[config.mk]
export PLATFORM = sky130hd
export DESIGN_NAME = dpw_top
export DESIGN_NICKNAME = d
export VERILOG_FILES = /design/src/rtl/dpw_pkg.sv /design/src/rtl/dpw_tick_sel.sv /design/src/rtl/dpw_top.sv
export SDC_FILE = /design/constraint.sdc
export NUM_CORES = 1
export LEC_CHECK = 0
export BUFFER_PORTS_ARGS = -buffer_cell sky130_fd_sc_hd__buf_4
export CORE_MARGIN = 5
export CORE_UTILIZATION = 38
export CTS_CLUSTER_SIZE = 30
export DETAILED_ROUTE_END_ITERATION = 10
export PLACE_DENSITY = 0.68
export SLEW_MARGIN = 20
export SYNTH_ARGS = -nofsm -noshare
export SYNTH_HDL_FRONTEND = slang
export SYNTH_SLANG_ARGS = --single-unit
[constraint.sdc]
create_clock -name i_clk_sys -period 4.9 [get_ports i_clk_sys]
set_input_delay 0.98 -clock i_clk_sys [delete_from_list [all_inputs] [get_ports i_clk_sys]]
set_output_delay 0.98 -clock i_clk_sys [all_outputs]
set_load 0.005 [all_outputs]
[src/rtl/dpw_pkg.sv]
// constants, register map and carriers for the dual pwm block
// assumes a byte-wide register port with one-cycle read latency
package dpw_pkg;
   // ---------------------------------------------------------------
   // register map
   // ---------------------------------------------------------------
   localparam logic [7:0] ADDR_A_PERIOD    = 8'h9a;
   localparam logic [7:0] ADDR_A_DUTY_HIGH = 8'h9b;
   localparam logic [7:0] ADDR_B_PERIOD    = 8'h9c;
   localparam logic [7:0] ADDR_B_DUTY_HIGH = 8'h9d;
   localparam logic [7:0] ADDR_CONTROL     = 8'ha1;
   localparam logic [7:0] RST_PERIOD       = 8'hff;
   localparam logic [7:0] RST_DUTY_HIGH    = 8'h80;
   localparam logic [7:0] RST_CONTROL      = 8'h88;
   localparam logic [7:0] CONTROL_MASK     = 8'hff;
   localparam logic [7:0] READ_UNMAPPED    = 8'h00;
   // control field positions
   localparam int A_DL_LSB  = 0;
   localparam int A_CKS_LSB = 2;
   localparam int B_DL_LSB  = 4;
   localparam int B_CKS_LSB = 6;
   // ---------------------------------------------------------------
   // clock select codes
   // ---------------------------------------------------------------
   localparam logic [1:0] CKS_DIV4 = 2'h0;
   localparam logic [1:0] CKS_DIV2 = 2'h1;
   localparam logic [1:0] CKS_SYS  = 2'h2;
   localparam logic [1:0] CKS_RC2  = 2'h3;
   typedef struct packed {
      logic [7:0] period;
      logic [9:0] duty;
      logic [1:0] clock_select;
   } dpw_chan_cfg_s;
endpackage : dpw_pkg

[src/rtl/dpw_tick_sel.sv]
// per-channel tick enable chooser
// assumes div pulses and rc tick are one-cycle enables on i_clk_sys
`timescale 1ns/1ns
`default_nettype none
module dpw_tick_sel
(
   input  wire logic       i_clk_sys,
   input  wire logic       i_rst,
   input  wire logic [1:0] i_clock_select,
   input  wire logic       i_en_div2,
   input  wire logic       i_en_div4,
   input  wire logic       i_en_rc2,
   output logic            o_tick
);
   import dpw_pkg::*;
   logic next_tick;
   // -----------------------------------------------------------------
   // source selection
   // -----------------------------------------------------------------
   // select decode
   assign next_tick = (i_clock_select == CKS_DIV4) ? i_en_div4 :
                      (i_clock_select == CKS_DIV2) ? i_en_div2 :
                      (i_clock_select == CKS_SYS)  ? 1'b1 : i_en_rc2;
   // registered so the tick is glitch free for the counter
   always_ff @(posedge i_clk_sys or posedge i_rst)
      if (i_rst)
         o_tick <= 1'b0;
      else
         o_tick <= next_tick;
endmodule : dpw_tick_sel
`default_nettype wire

[src/rtl/dpw_top.sv]
// dual pwm register file with per-channel period/duty and clock select
// assumes a byte register port; rc doubled clock arrives as a sync enable
`timescale 1ns/1ns
`default_nettype none
module dpw_top
#(
   parameter int NCH = 2
)
(
   input  wire logic                   i_clk_sys,
   input  wire logic                   i_rst,
   input  wire logic [7:0]             i_addr,
   input  wire logic [7:0]             i_wdata,
   input  wire logic                   i_wr,
   input  wire logic                   i_rd,
   output logic      [7:0]             o_rdata,
   input  wire logic                   i_rc2_tick,
   output var dpw_pkg::dpw_chan_cfg_s  o_cfg_a,
   output var dpw_pkg::dpw_chan_cfg_s  o_cfg_b,
   output logic      [1:0]             o_tick
);
   import dpw_pkg::*;
   // control byte has room for two channels' fields only
   if (NCH != 2)
   begin : g_bad_nch
      $error("dpw_top serves exactly two channels");
   end
   // -----------------------------------------------------------------
   // registers
   // -----------------------------------------------------------------
   logic [7:0] pwm_a_period;
   logic [7:0] pwm_a_duty_high;
   logic [7:0] pwm_b_period;
   logic [7:0] pwm_b_duty_high;
   logic [7:0] pwm_shared_control;
   logic [1:0] div_cnt;
   logic       en_div2;
   logic       en_div4;
   logic [7:0] next_rdata;
   wire sel_ap = i_addr == ADDR_A_PERIOD;
   wire sel_ad = i_addr == ADDR_A_DUTY_HIGH;
   wire sel_bp = i_addr == ADDR_B_PERIOD;
   wire sel_bd = i_addr == ADDR_B_DUTY_HIGH;
   wire sel_ct = i_addr == ADDR_CONTROL;
   always_ff @(posedge i_clk_sys or posedge i_rst)
      if (i_rst)
         pwm_a_period <= RST_PERIOD;
      else if (i_wr && sel_ap)
         pwm_a_period <= i_wdata;
   always_ff @(posedge i_clk_sys or posedge i_rst)
      if (i_rst)
         pwm_a_duty_high <= RST_DUTY_HIGH;
      else if (i_wr && sel_ad)
         pwm_a_duty_high <= i_wdata;
   always_ff @(posedge i_clk_sys or posedge i_rst)
      if (i_rst)
         pwm_b_period <= RST_PERIOD;
      else if (i_wr && sel_bp)
         pwm_b_period <= i_wdata;
   always_ff @(posedge i_clk_sys or posedge i_rst)
      if (i_rst)
         pwm_b_duty_high <= RST_DUTY_HIGH;
      else if (i_wr && sel_bd)
         pwm_b_duty_high <= i_wdata;
   // duty low bits and selects; reset sets both selects to 10
   always_ff @(posedge i_clk_sys or posedge i_rst)
      if (i_rst)
         pwm_shared_control <= RST_CONTROL;
      else if (i_wr && sel_ct)
         pwm_shared_control <= i_wdata & CONTROL_MASK;
   // -----------------------------------------------------------------
   // read path
   // -----------------------------------------------------------------
   assign next_rdata = sel_ap ? pwm_a_period :
                       sel_ad ? pwm_a_duty_high :
                       sel_bp ? pwm_b_period :
                       sel_bd ? pwm_b_duty_high :
                       sel_ct ? pwm_shared_control : READ_UNMAPPED;
   // data held only in the cycle after the read strobe
   always_ff @(posedge i_clk_sys or posedge i_rst)
      if (i_rst)
         o_rdata <= READ_UNMAPPED;
      else if (i_rd)
         o_rdata <= next_rdata;
      else
         o_rdata <= READ_UNMAPPED;
   // -----------------------------------------------------------------
   // config outputs
   // -----------------------------------------------------------------
   // ten-bit duty assembly for channels a and b
   always_ff @(posedge i_clk_sys or posedge i_rst)
      if (i_rst)
      begin
         o_cfg_a <= '{RST_PERIOD, {RST_DUTY_HIGH, 2'h0}, CKS_SYS};
         o_cfg_b <= '{RST_PERIOD, {RST_DUTY_HIGH, 2'h0}, CKS_SYS};
      end
      else
      begin
         o_cfg_a <= '{pwm_a_period,
                      {pwm_a_duty_high, pwm_shared_control[A_DL_LSB +: 2]},
                      pwm_shared_control[A_CKS_LSB +: 2]};
         o_cfg_b <= '{pwm_b_period,
                      {pwm_b_duty_high, pwm_shared_control[B_DL_LSB +: 2]},
                      pwm_shared_control[B_CKS_LSB +: 2]};
      end
   // -----------------------------------------------------------------
   // dividers and per-channel tick
   // -----------------------------------------------------------------
   always_ff @(posedge i_clk_sys or posedge i_rst)
      if (i_rst)
         div_cnt <= 2'h0;
      else
         div_cnt <= div_cnt + 2'h1;
   assign en_div2 = div_cnt[0];
   assign en_div4 = &div_cnt;
   genvar g;
   generate
      for (g = 0; g < NCH; g++)
      begin : g_ch
         dpw_tick_sel u_sel
         (
            .i_clk_sys      (i_clk_sys),
            .i_rst          (i_rst),
            .i_clock_select (pwm_shared_control[(g*(B_CKS_LSB - A_CKS_LSB)
                                                 + A_CKS_LSB) +: 2]),
            .i_en_div2      (en_div2),
            .i_en_div4      (en_div4),
            .i_en_rc2       (i_rc2_tick),
            .o_tick         (o_tick[g])
         );
      end
   endgenerate
endmodule : dpw_top
`default_nettype wire

# Word level (Yosys, flattened, before mapping)
# Cells that the tools add are included.
# word_totals
input_bits	21
out_inout_bits	50
ff_bits	92
# op_classes
n_eq_ne	9
mux	12
add_sub_neg	1
n_reduce_logical	8
# ops
op	n
$mux 8	6
$eq 8x8->1 const B	5
$mux 1	6
$logic_and 1x1->1	5
$eq 2x1->1 const B	2
$eq 2x2->1 const B	2
$logic_not 2->1	2
$add 2x1->2 const B	1
$reduce_and 2->1	1

# Longest topological paths before layout
# Gate-level depths: netlist of run 1.
# logic_depth
depth_word	7
ltp_mapped	6

# Hierarchy
# From an unflattened synthesis of run 1, not the netlist that was laid out.
# unflattened
hier_cells	224
hier_area_um2	3428.3
# modules_own_cells
mod	cells_each	n_inst	area_per_inst_um2	seq_area_each_um2
dpw_top	214	1	3323.2	2302.2
dpw_tick_sel	5	2	52.6	25.0

# Worst setup path before layout of run 1
# Ideal clock, no wire load.
# synth_timing
path_type	in2reg
startpoint	in i_addr[0]
endpoint	reg pwm_b_duty_high[0]
arrival_ns	2.388
path_slack_ns	2.387
required_ns	4.775
cell_stages	5
path_cell_list	buf_2 > inv_1 > buf_2 > nor4_2 > mux2_2
# synth_between
elab_chain_cells	2
# synth_rtl
item	line	text
start: declaration	dpw_top.sv:12	input wire logic [7:0] i_addr,
$eq 8x8->1	dpw_top.sv:43	wire sel_bd = i_addr == ADDR_B_DUTY_HIGH;
$logic_and 1x1->1	dpw_top.sv:63	else if (i_wr && sel_bd)
end signal: assignment	dpw_top.sv:64	pwm_b_duty_high <= i_wdata;
end: declaration	dpw_top.sv:34	logic [7:0] pwm_b_duty_high;
# No other way between the ends.
# A chain may end at the register's enable or synchronous reset.

# Worst setup path after layout of run 1
# layout_timing
startpoint	in i_addr[0]
endpoint	reg pwm_b_duty_high[1]
# Same word-level chain as after synthesis.

==> results of run 1 <==
[metal layers]
metal	wire [µm]	vias to the layer above
li1	-	1008
met1	3540	1111
met2	3400	81
met3	623	11
met4	115	0
met5	0	-
[final cells by class]
type	instances	area (µm²)	area share, %
clock buffers	12	166	3.80
clock inverters	4	70.1	1.60
inverters	4	16.3	0.372
multi-input cells	133	1100	25.2
flip-flops and latches	92	2350	53.7
well taps	111	139	3.17
repair buffers	71	533	12.2
[state kept, by name, indices dropped and copies added, names as in the netlist]
name / flops
div_cnt: 2
g_ch.u_sel.o_tick: 2
o_cfg_a: 20
o_cfg_b: 20
o_rdata: 8
pwm_a_duty_high: 8
pwm_a_period: 8
pwm_b_duty_high: 8
pwm_b_period: 8
pwm_shared_control: 8
[cells by family (layout without fill, tap and decap cells)]
kind of cell / count (synthesis) / in the layout
and+or+nand+nor: 48 / 48
AOI/OAI and AO/OA: 42 / 42
adders and majority gates: 1 / 1
buffers and inverters: 16 / 91
DFF: 92 / 92
muxes: 42 / 42
[power groups by stage]
stage	Sequential, mW	Clock [mW]	Combinational (mW)
after global placement	0.839	0	0.108
after detailed placement	0.839	0	0.110
final	0.825	0.582	0.109
after floorplan	0.833	0	0.0528
after CTS	0.826	0.594	0.111
after global routing	0.830	0.628	0.121
[worst min path at each step]
stage	from	end	slack [ns]
global placement	pwm_a_period[7]	o_cfg_a[19]	0.37
detailed placement	pwm_a_period[7]	o_cfg_a[19]	0.37
global route	pwm_a_period[0]	o_cfg_a[12]	0.38
floorplan	pwm_a_period[7]	o_cfg_a[19]	0.36
finish	pwm_a_period[5]	o_cfg_a[17]	0.38
CTS	pwm_a_period[7]	o_cfg_a[19]	0.38
[critical path, delay by kind of cell]
kind	cells	cell delay (ns)
muxes	1	0.42
and+or+nand+nor	1	0.91
buffers and inverters	2	0.50
[cell usage in the layout (no fill, tap or decap), types with 3 or more instances in the layout]
master / count
buf_4: 71
nand2_1: 9
mux2_2: 41
a31oi_1: 7
nor4b_1: 12
dfrtp_1: 52
inv_1: 3
nand2b_1: 8
clkbuf_8: 10
o21ai_0: 21
a211oi_1: 6
dfstp_2: 40
clkinv_2: 3
[per-stage QoR]
stage | total power [mW] | cells | util, % | hold slack, ns
floorplan | 0.886 | 241 | - | 0.356
global placement | 0.947 | 411 | 45.2 | 0.371
detailed placement | 0.949 | 411 | 45.2 | 0.365
CTS | 1.53 | 427 | 47.8 | 0.380
global route | 1.58 | 427 | 47.8 | 0.383
finish | 1.52 | 427 | 47.8 | 0.378
==> impl_metrics.csv, run 1 <==
group,metric,value,unit
floorplan,die_y,106,µm
logic_synthesis,ys_ff_latch,92,
clock_tree,clk_latency,0.36,ns
power_and_ir_drop,p_per_area,346,nW/µm²
finish,num_antenna_cells,0,
power_and_ir_drop,p_clk_share,38.4,%
grt,grt_max_degree,55,
sta,rsz0062_at_grt,"false",
sta,hold_violations,0,
detailed_routing,ant_nets,0,
floorplan,die-width,106,µm
sta,fin_crit_sh,52.8,%
sta,skew,0.0120,ns
clock_tree,cts_max_level,3,
grt,met2_usage,20.5,%
critical_path,startpoint_type,"primary input",
logic_synthesis,synth_top_family_by_area,"multiplexers",
detailed_routing,drc_errors,0,
finish,finalInstanceArea,4380,µm²
clock_tree,tritoncts,"yes",
sta,tightest_slew,0.936,ns
grt,grt_pass1_wl,12100,µm
clock_tree,cts_resized,0,
critical_path,reg2reg_depth,4,
logic_synthesis,synth_area_leader_cell,"dfrtp_1",
sta,slew-limit-headroom,37.1,%
critical_path,crit_fanout,20,
power_and_ir_drop,p_comb_share,7.2,%
detailed_routing,wl_per_cell,18.0,µm
detailed_routing,routed_wl,7690,µm
finish,area_growth_syn_to_layout,24.3,%
critical_path,crit_required,5.13,ns
outcome,status,"completed",
finish,drive_gt1_share,55.7,%
grt,grt-ovfl-total,0,
floorplan,io_pins,71,
power_and_ir_drop,p_leak,2.01,nW
floorplan,rows,35,
power_and_ir_drop,p_seq_share,54.4,%
sta,min_period,2.58,ns
detailed_routing,drtIter0Drc,115,
critical_path,criticalPathCategory,"primary input to register",
logic_synthesis,synth_nets,263,
floorplan,core,9150,µm²
finish,nFillCells,819,
power_and_ir_drop,p_sw_share,21.6,%
clock_tree,cts_root_buf,"clkbuf_8",
logic_synthesis,yosysMostFrequentCell,"dfrtp_1",
critical_path,r2r-start,"pwm_a_duty_high[7]",
grt,grt.met3_usage,5.16,%
critical_path,worstReg2RegEnd,"o_rdata[7]",
critical_path,slowest_delay,0.91,ns
grt,grt_pass1_vias,2271,
logic_synthesis,yosys.area_share.simple,10.2,%
logic_synthesis,yosys-mux-area-fraction,13.4,%
logic_synthesis,synth_ff_type,"dfrtp_1",
min_path,whs_path_depth,0,
power_and_ir_drop,switchingPower,327,µW
critical_path,arrival,2.82,ns
logic_synthesis,syn_area,3520,µm²
clock_tree,cts.clk_slew.worst_paths,0.08,ns
placement,finalWeightedCongestion,0.909,
power_and_ir_drop,internal-power,1.19,mW
sta,drv_slew,0,
logic_synthesis,yosys-top-cells-count,"52 x dfrtp_1, 41 x mux2_2, 40 x dfstp_2",
power_and_ir_drop,vdd_ir_drop_max,0.156,mV
logic_synthesis,synth-compound-area-share,7.28,%
logic_synthesis,synth_area_leaders,"dfrtp_1 37%, dfstp_2 30%, mux2_2 13%, o21ai_0 3.0%, nor4b_1 3.0%",
logic_synthesis,synthAdderAreaFrac,0.355,%
finish,final_nets,333,
sta,setup_violations,0,
clock_tree,cts_sinks,92,
critical_path,path_cells,"buf_4 > inv_1 > nor4_2 > mux2_2",
floorplan,die_area,11300,µm²
detailed_routing,via_per_inst,5.18,
grt,antenna_found_initial,0,
placement,dp_slack,1.93,ns
sta,clock.fmax,387,MHz
job,drv_cap,0,
placement,dpl_cell_area,4140,µm²
logic_synthesis,async_flop_share,100,%
logic_synthesis,synthXorXnorAreaFrac,0,%
floorplan,start_util,38.5,%
critical_path,crit_end,"pwm_b_duty_high[1]",
logic_synthesis,yosysTopAreaCellShare,36.9,%
clock_tree,numCtsBuffers,9,
clock_tree,clk_path_buf_depth,2,
placement,port_buffers,70,
critical_path,crit_start,"i_addr[0]",
grt,grtUsageMet1,19.1,%
logic_synthesis,seq_area_frac_synth,66.8,%
clock_tree,postCtsSetupBuffers,0,
placement,dp_hpwl,5430,µm
logic_synthesis,synth-edff-count,0,
min_path,min_path_type,"register to register",
critical_path,crit_slowest_cell,"nor4_2",
sta,fin_ws,2.32,ns
logic_synthesis,syn-instance-count,241,
sta,timing.setup.tns,0,ns
grt,grt_most_used_layer,"met2",
clock_tree,hold_buffers,0,
detailed_routing,dr.pass1.iters,4,
detailed_routing,vias,2211,
logic_synthesis,synth_cell_type_count,39,
logic_synthesis,syn_area_per_cell,14.6,µm²
critical_path,end_kind,"register",
grt,track_usage,13.9,%
critical_path,r2r_setup_slack,3.60,ns
logic_synthesis,yosysWarnings,0,
Power figures use the tool's default switching activity.
==> run 2: changes to the inputs <==
Settings changed: PLACE_DENSITY 0.68 to 0.7.
Clock period 4.9 ns to 2.3 ns, I/O delays scaled along.
==> impl_metrics.csv, run 2 (synthesized netlist as in run 1, its figures left out) <==
group,metric,value,unit
outcome,status,"completed",
placement,dp_hpwl,5480,µm
sta,rsz0062_at_grt,"false",
grt,grt-ovfl-total,0,
detailed_routing,wl_per_cell,18.0,µm
sta,whs,0.235,ns
critical_path,r2r_setup_slack,0.97,ns
power_and_ir_drop,p_seq_share,59.5,%
finish,final_common_cell,"buf_4",
placement,port_buffers,70,
power_and_ir_drop,p_comb_share,8.0,%
detailed_routing,drtIter0Drc,96,
finish,final_nets,337,
critical_path,criticalPathCategory,"primary input to register",
finish,finalInstanceArea,4360,µm²
clock_tree,clk_latency,0.35,ns
grt,grt_pass1_vias,2354,
critical_path,crit_fanout,10,
detailed_routing,drc_errors,0,
placement,place_inst,415,
detailed_routing,vias,2251,
sta,fin_crit_sh,76.5,%
power_and_ir_drop,internal-power,2.29,mW
detailed_routing,ant_nets,0,
critical_path,arrival,2.04,ns
finish,num_antenna_cells,0,
finish,nFillCells,813,
detailed_routing,via_per_inst,5.22,
job,drv_cap,0,
finish,drive_gt1_share,55.3,%
power_and_ir_drop,p_leak,1.99,nW
floorplan,start_util,38.5,%
power_and_ir_drop,p_clk_share,32.5,%
sta,min_period,1.76,ns
clock_tree,numCtsBuffers,9,
clock_tree,cts.clk_slew.worst_paths,0.08,ns
finish,stdcell_count,431,
clock_tree,cts_resized,0,
power_and_ir_drop,p_sw_share,22.6,%
grt,grt_max_degree,93,
critical_path,crit_required,2.58,ns
critical_path,r2r-start,"pwm_a_duty_high[7]",
sta,hold_violations,0,
power_and_ir_drop,p_per_area,678,nW/µm²
detailed_routing,routed_wl,7780,µm
clock_tree,hold_buffers,0,
clock_tree,cts_sinks,92,
finish,top_regs,"o_cfg_a: 20 flops, o_cfg_b: 20 flops",
grt,grt_pass1_wl,12500,µm
clock_tree,cts_root_buf,"clkbuf_8",
sta,fin_ws,0.540,ns
detailed_routing,dr.pass1.iters,4,
finish,area_growth_syn_to_layout,23.8,%
clock_tree,tritoncts,"yes",
min_path,min_path_type,"primary input to asynchronous set/reset pin",
floorplan,rows,35,
clock_tree,cts_max_level,3,
critical_path,startpoint_type,"primary input",
floorplan,die_area,11300,µm²
placement,dpl_cell_area,4190,µm²
finish,utilization,47.6,%
placement,finalWeightedCongestion,0.885,
floorplan,core,9150,µm²
placement,dp_slack,0.207,ns
grt,track_usage,14.4,%
sta,timing.setup.tns,0,ns
sta,clock.fmax,568,MHz
clock_tree,clk_path_buf_depth,2,
grt,antenna_found_initial,0,
sta,skew,0.00662,ns
critical_path,reg2reg_depth,4,
clock_tree,postCtsSetupBuffers,0,
sta,drv_slew,0,
sta,slew-limit-headroom,68.5,%
finish,layout_common_cells,"74 x buf_4, 52 x dfrtp_1, 41 x mux2_2, 40 x dfstp_2, 21 x o21ai_0",
critical_path,end_kind,"register",
floorplan,die-width,106,µm
power_and_ir_drop,switchingPower,669,µW
sta,setup_violations,0,
floorplan,io_pins,71,
power_and_ir_drop,vdd_ir_drop_max,0.286,mV
floorplan,die_y,106,µm
power_and_ir_drop,power.total,2.96,mW
sta,tightest_slew,0.471,ns
critical_path,worstReg2RegEnd,"o_rdata[7]",
## run 2: worst max path at each step
stage | from | endpoint | slack, ns
2_1_floorplan | i_addr[0] | pwm_b_duty_high[0] | 0.31
3_3_place_gp | i_addr[1] | pwm_shared_control[1] | 0.23
3_5_place_dp | i_addr[1] | pwm_shared_control[1] | 0.21
4_1_cts | i_addr[5] | pwm_b_period[3] | 0.58
5_1_grt | i_addr[5] | pwm_b_period[6] | 0.47
6_report | i_addr[5] | pwm_b_period[3] | 0.54
## run 2: power by group through the flow
stage | Sequential [mW] | Combinational (mW) | Clock, mW
CTS | 1.76 | 0.242 | 0.996
global route | 1.77 | 0.263 | 1.06
floorplan | 1.77 | 0.113 | 0
finish | 1.76 | 0.238 | 0.961
detailed placement | 1.79 | 0.242 | 0
global placement | 1.79 | 0.234 | 0
## run 2: critical path, stage by stage
cell	delay [ns]
buf_4	0.14
nand3b_1	0.26
or2_2	0.41
nor3_4	0.37
mux2_2	0.39
## run 2: layer usage
layer / vias to the layer above / global-route usage (%) / part of all wire, %
met5: - / 0 / 0
met3: 17 / 3.89 / 5.9
li1: 1023 / - / -
met1: 1141 / 19.4 / 45
met4: 0 / 6.85 / 2.3
met2: 70 / 21.4 / 47
## run 2: area by class of cell
class,count,area (µm²),share of cell area (%)
well taps,111,139,3.19
inverters,4,18.8,0.430
repair buffers,75,576,13.2
clock buffers,15,166,3.82
multi-input cells,133,1100,25.3
clock inverters,1,7.51,0.172
flip-flops and latches,92,2350,53.9
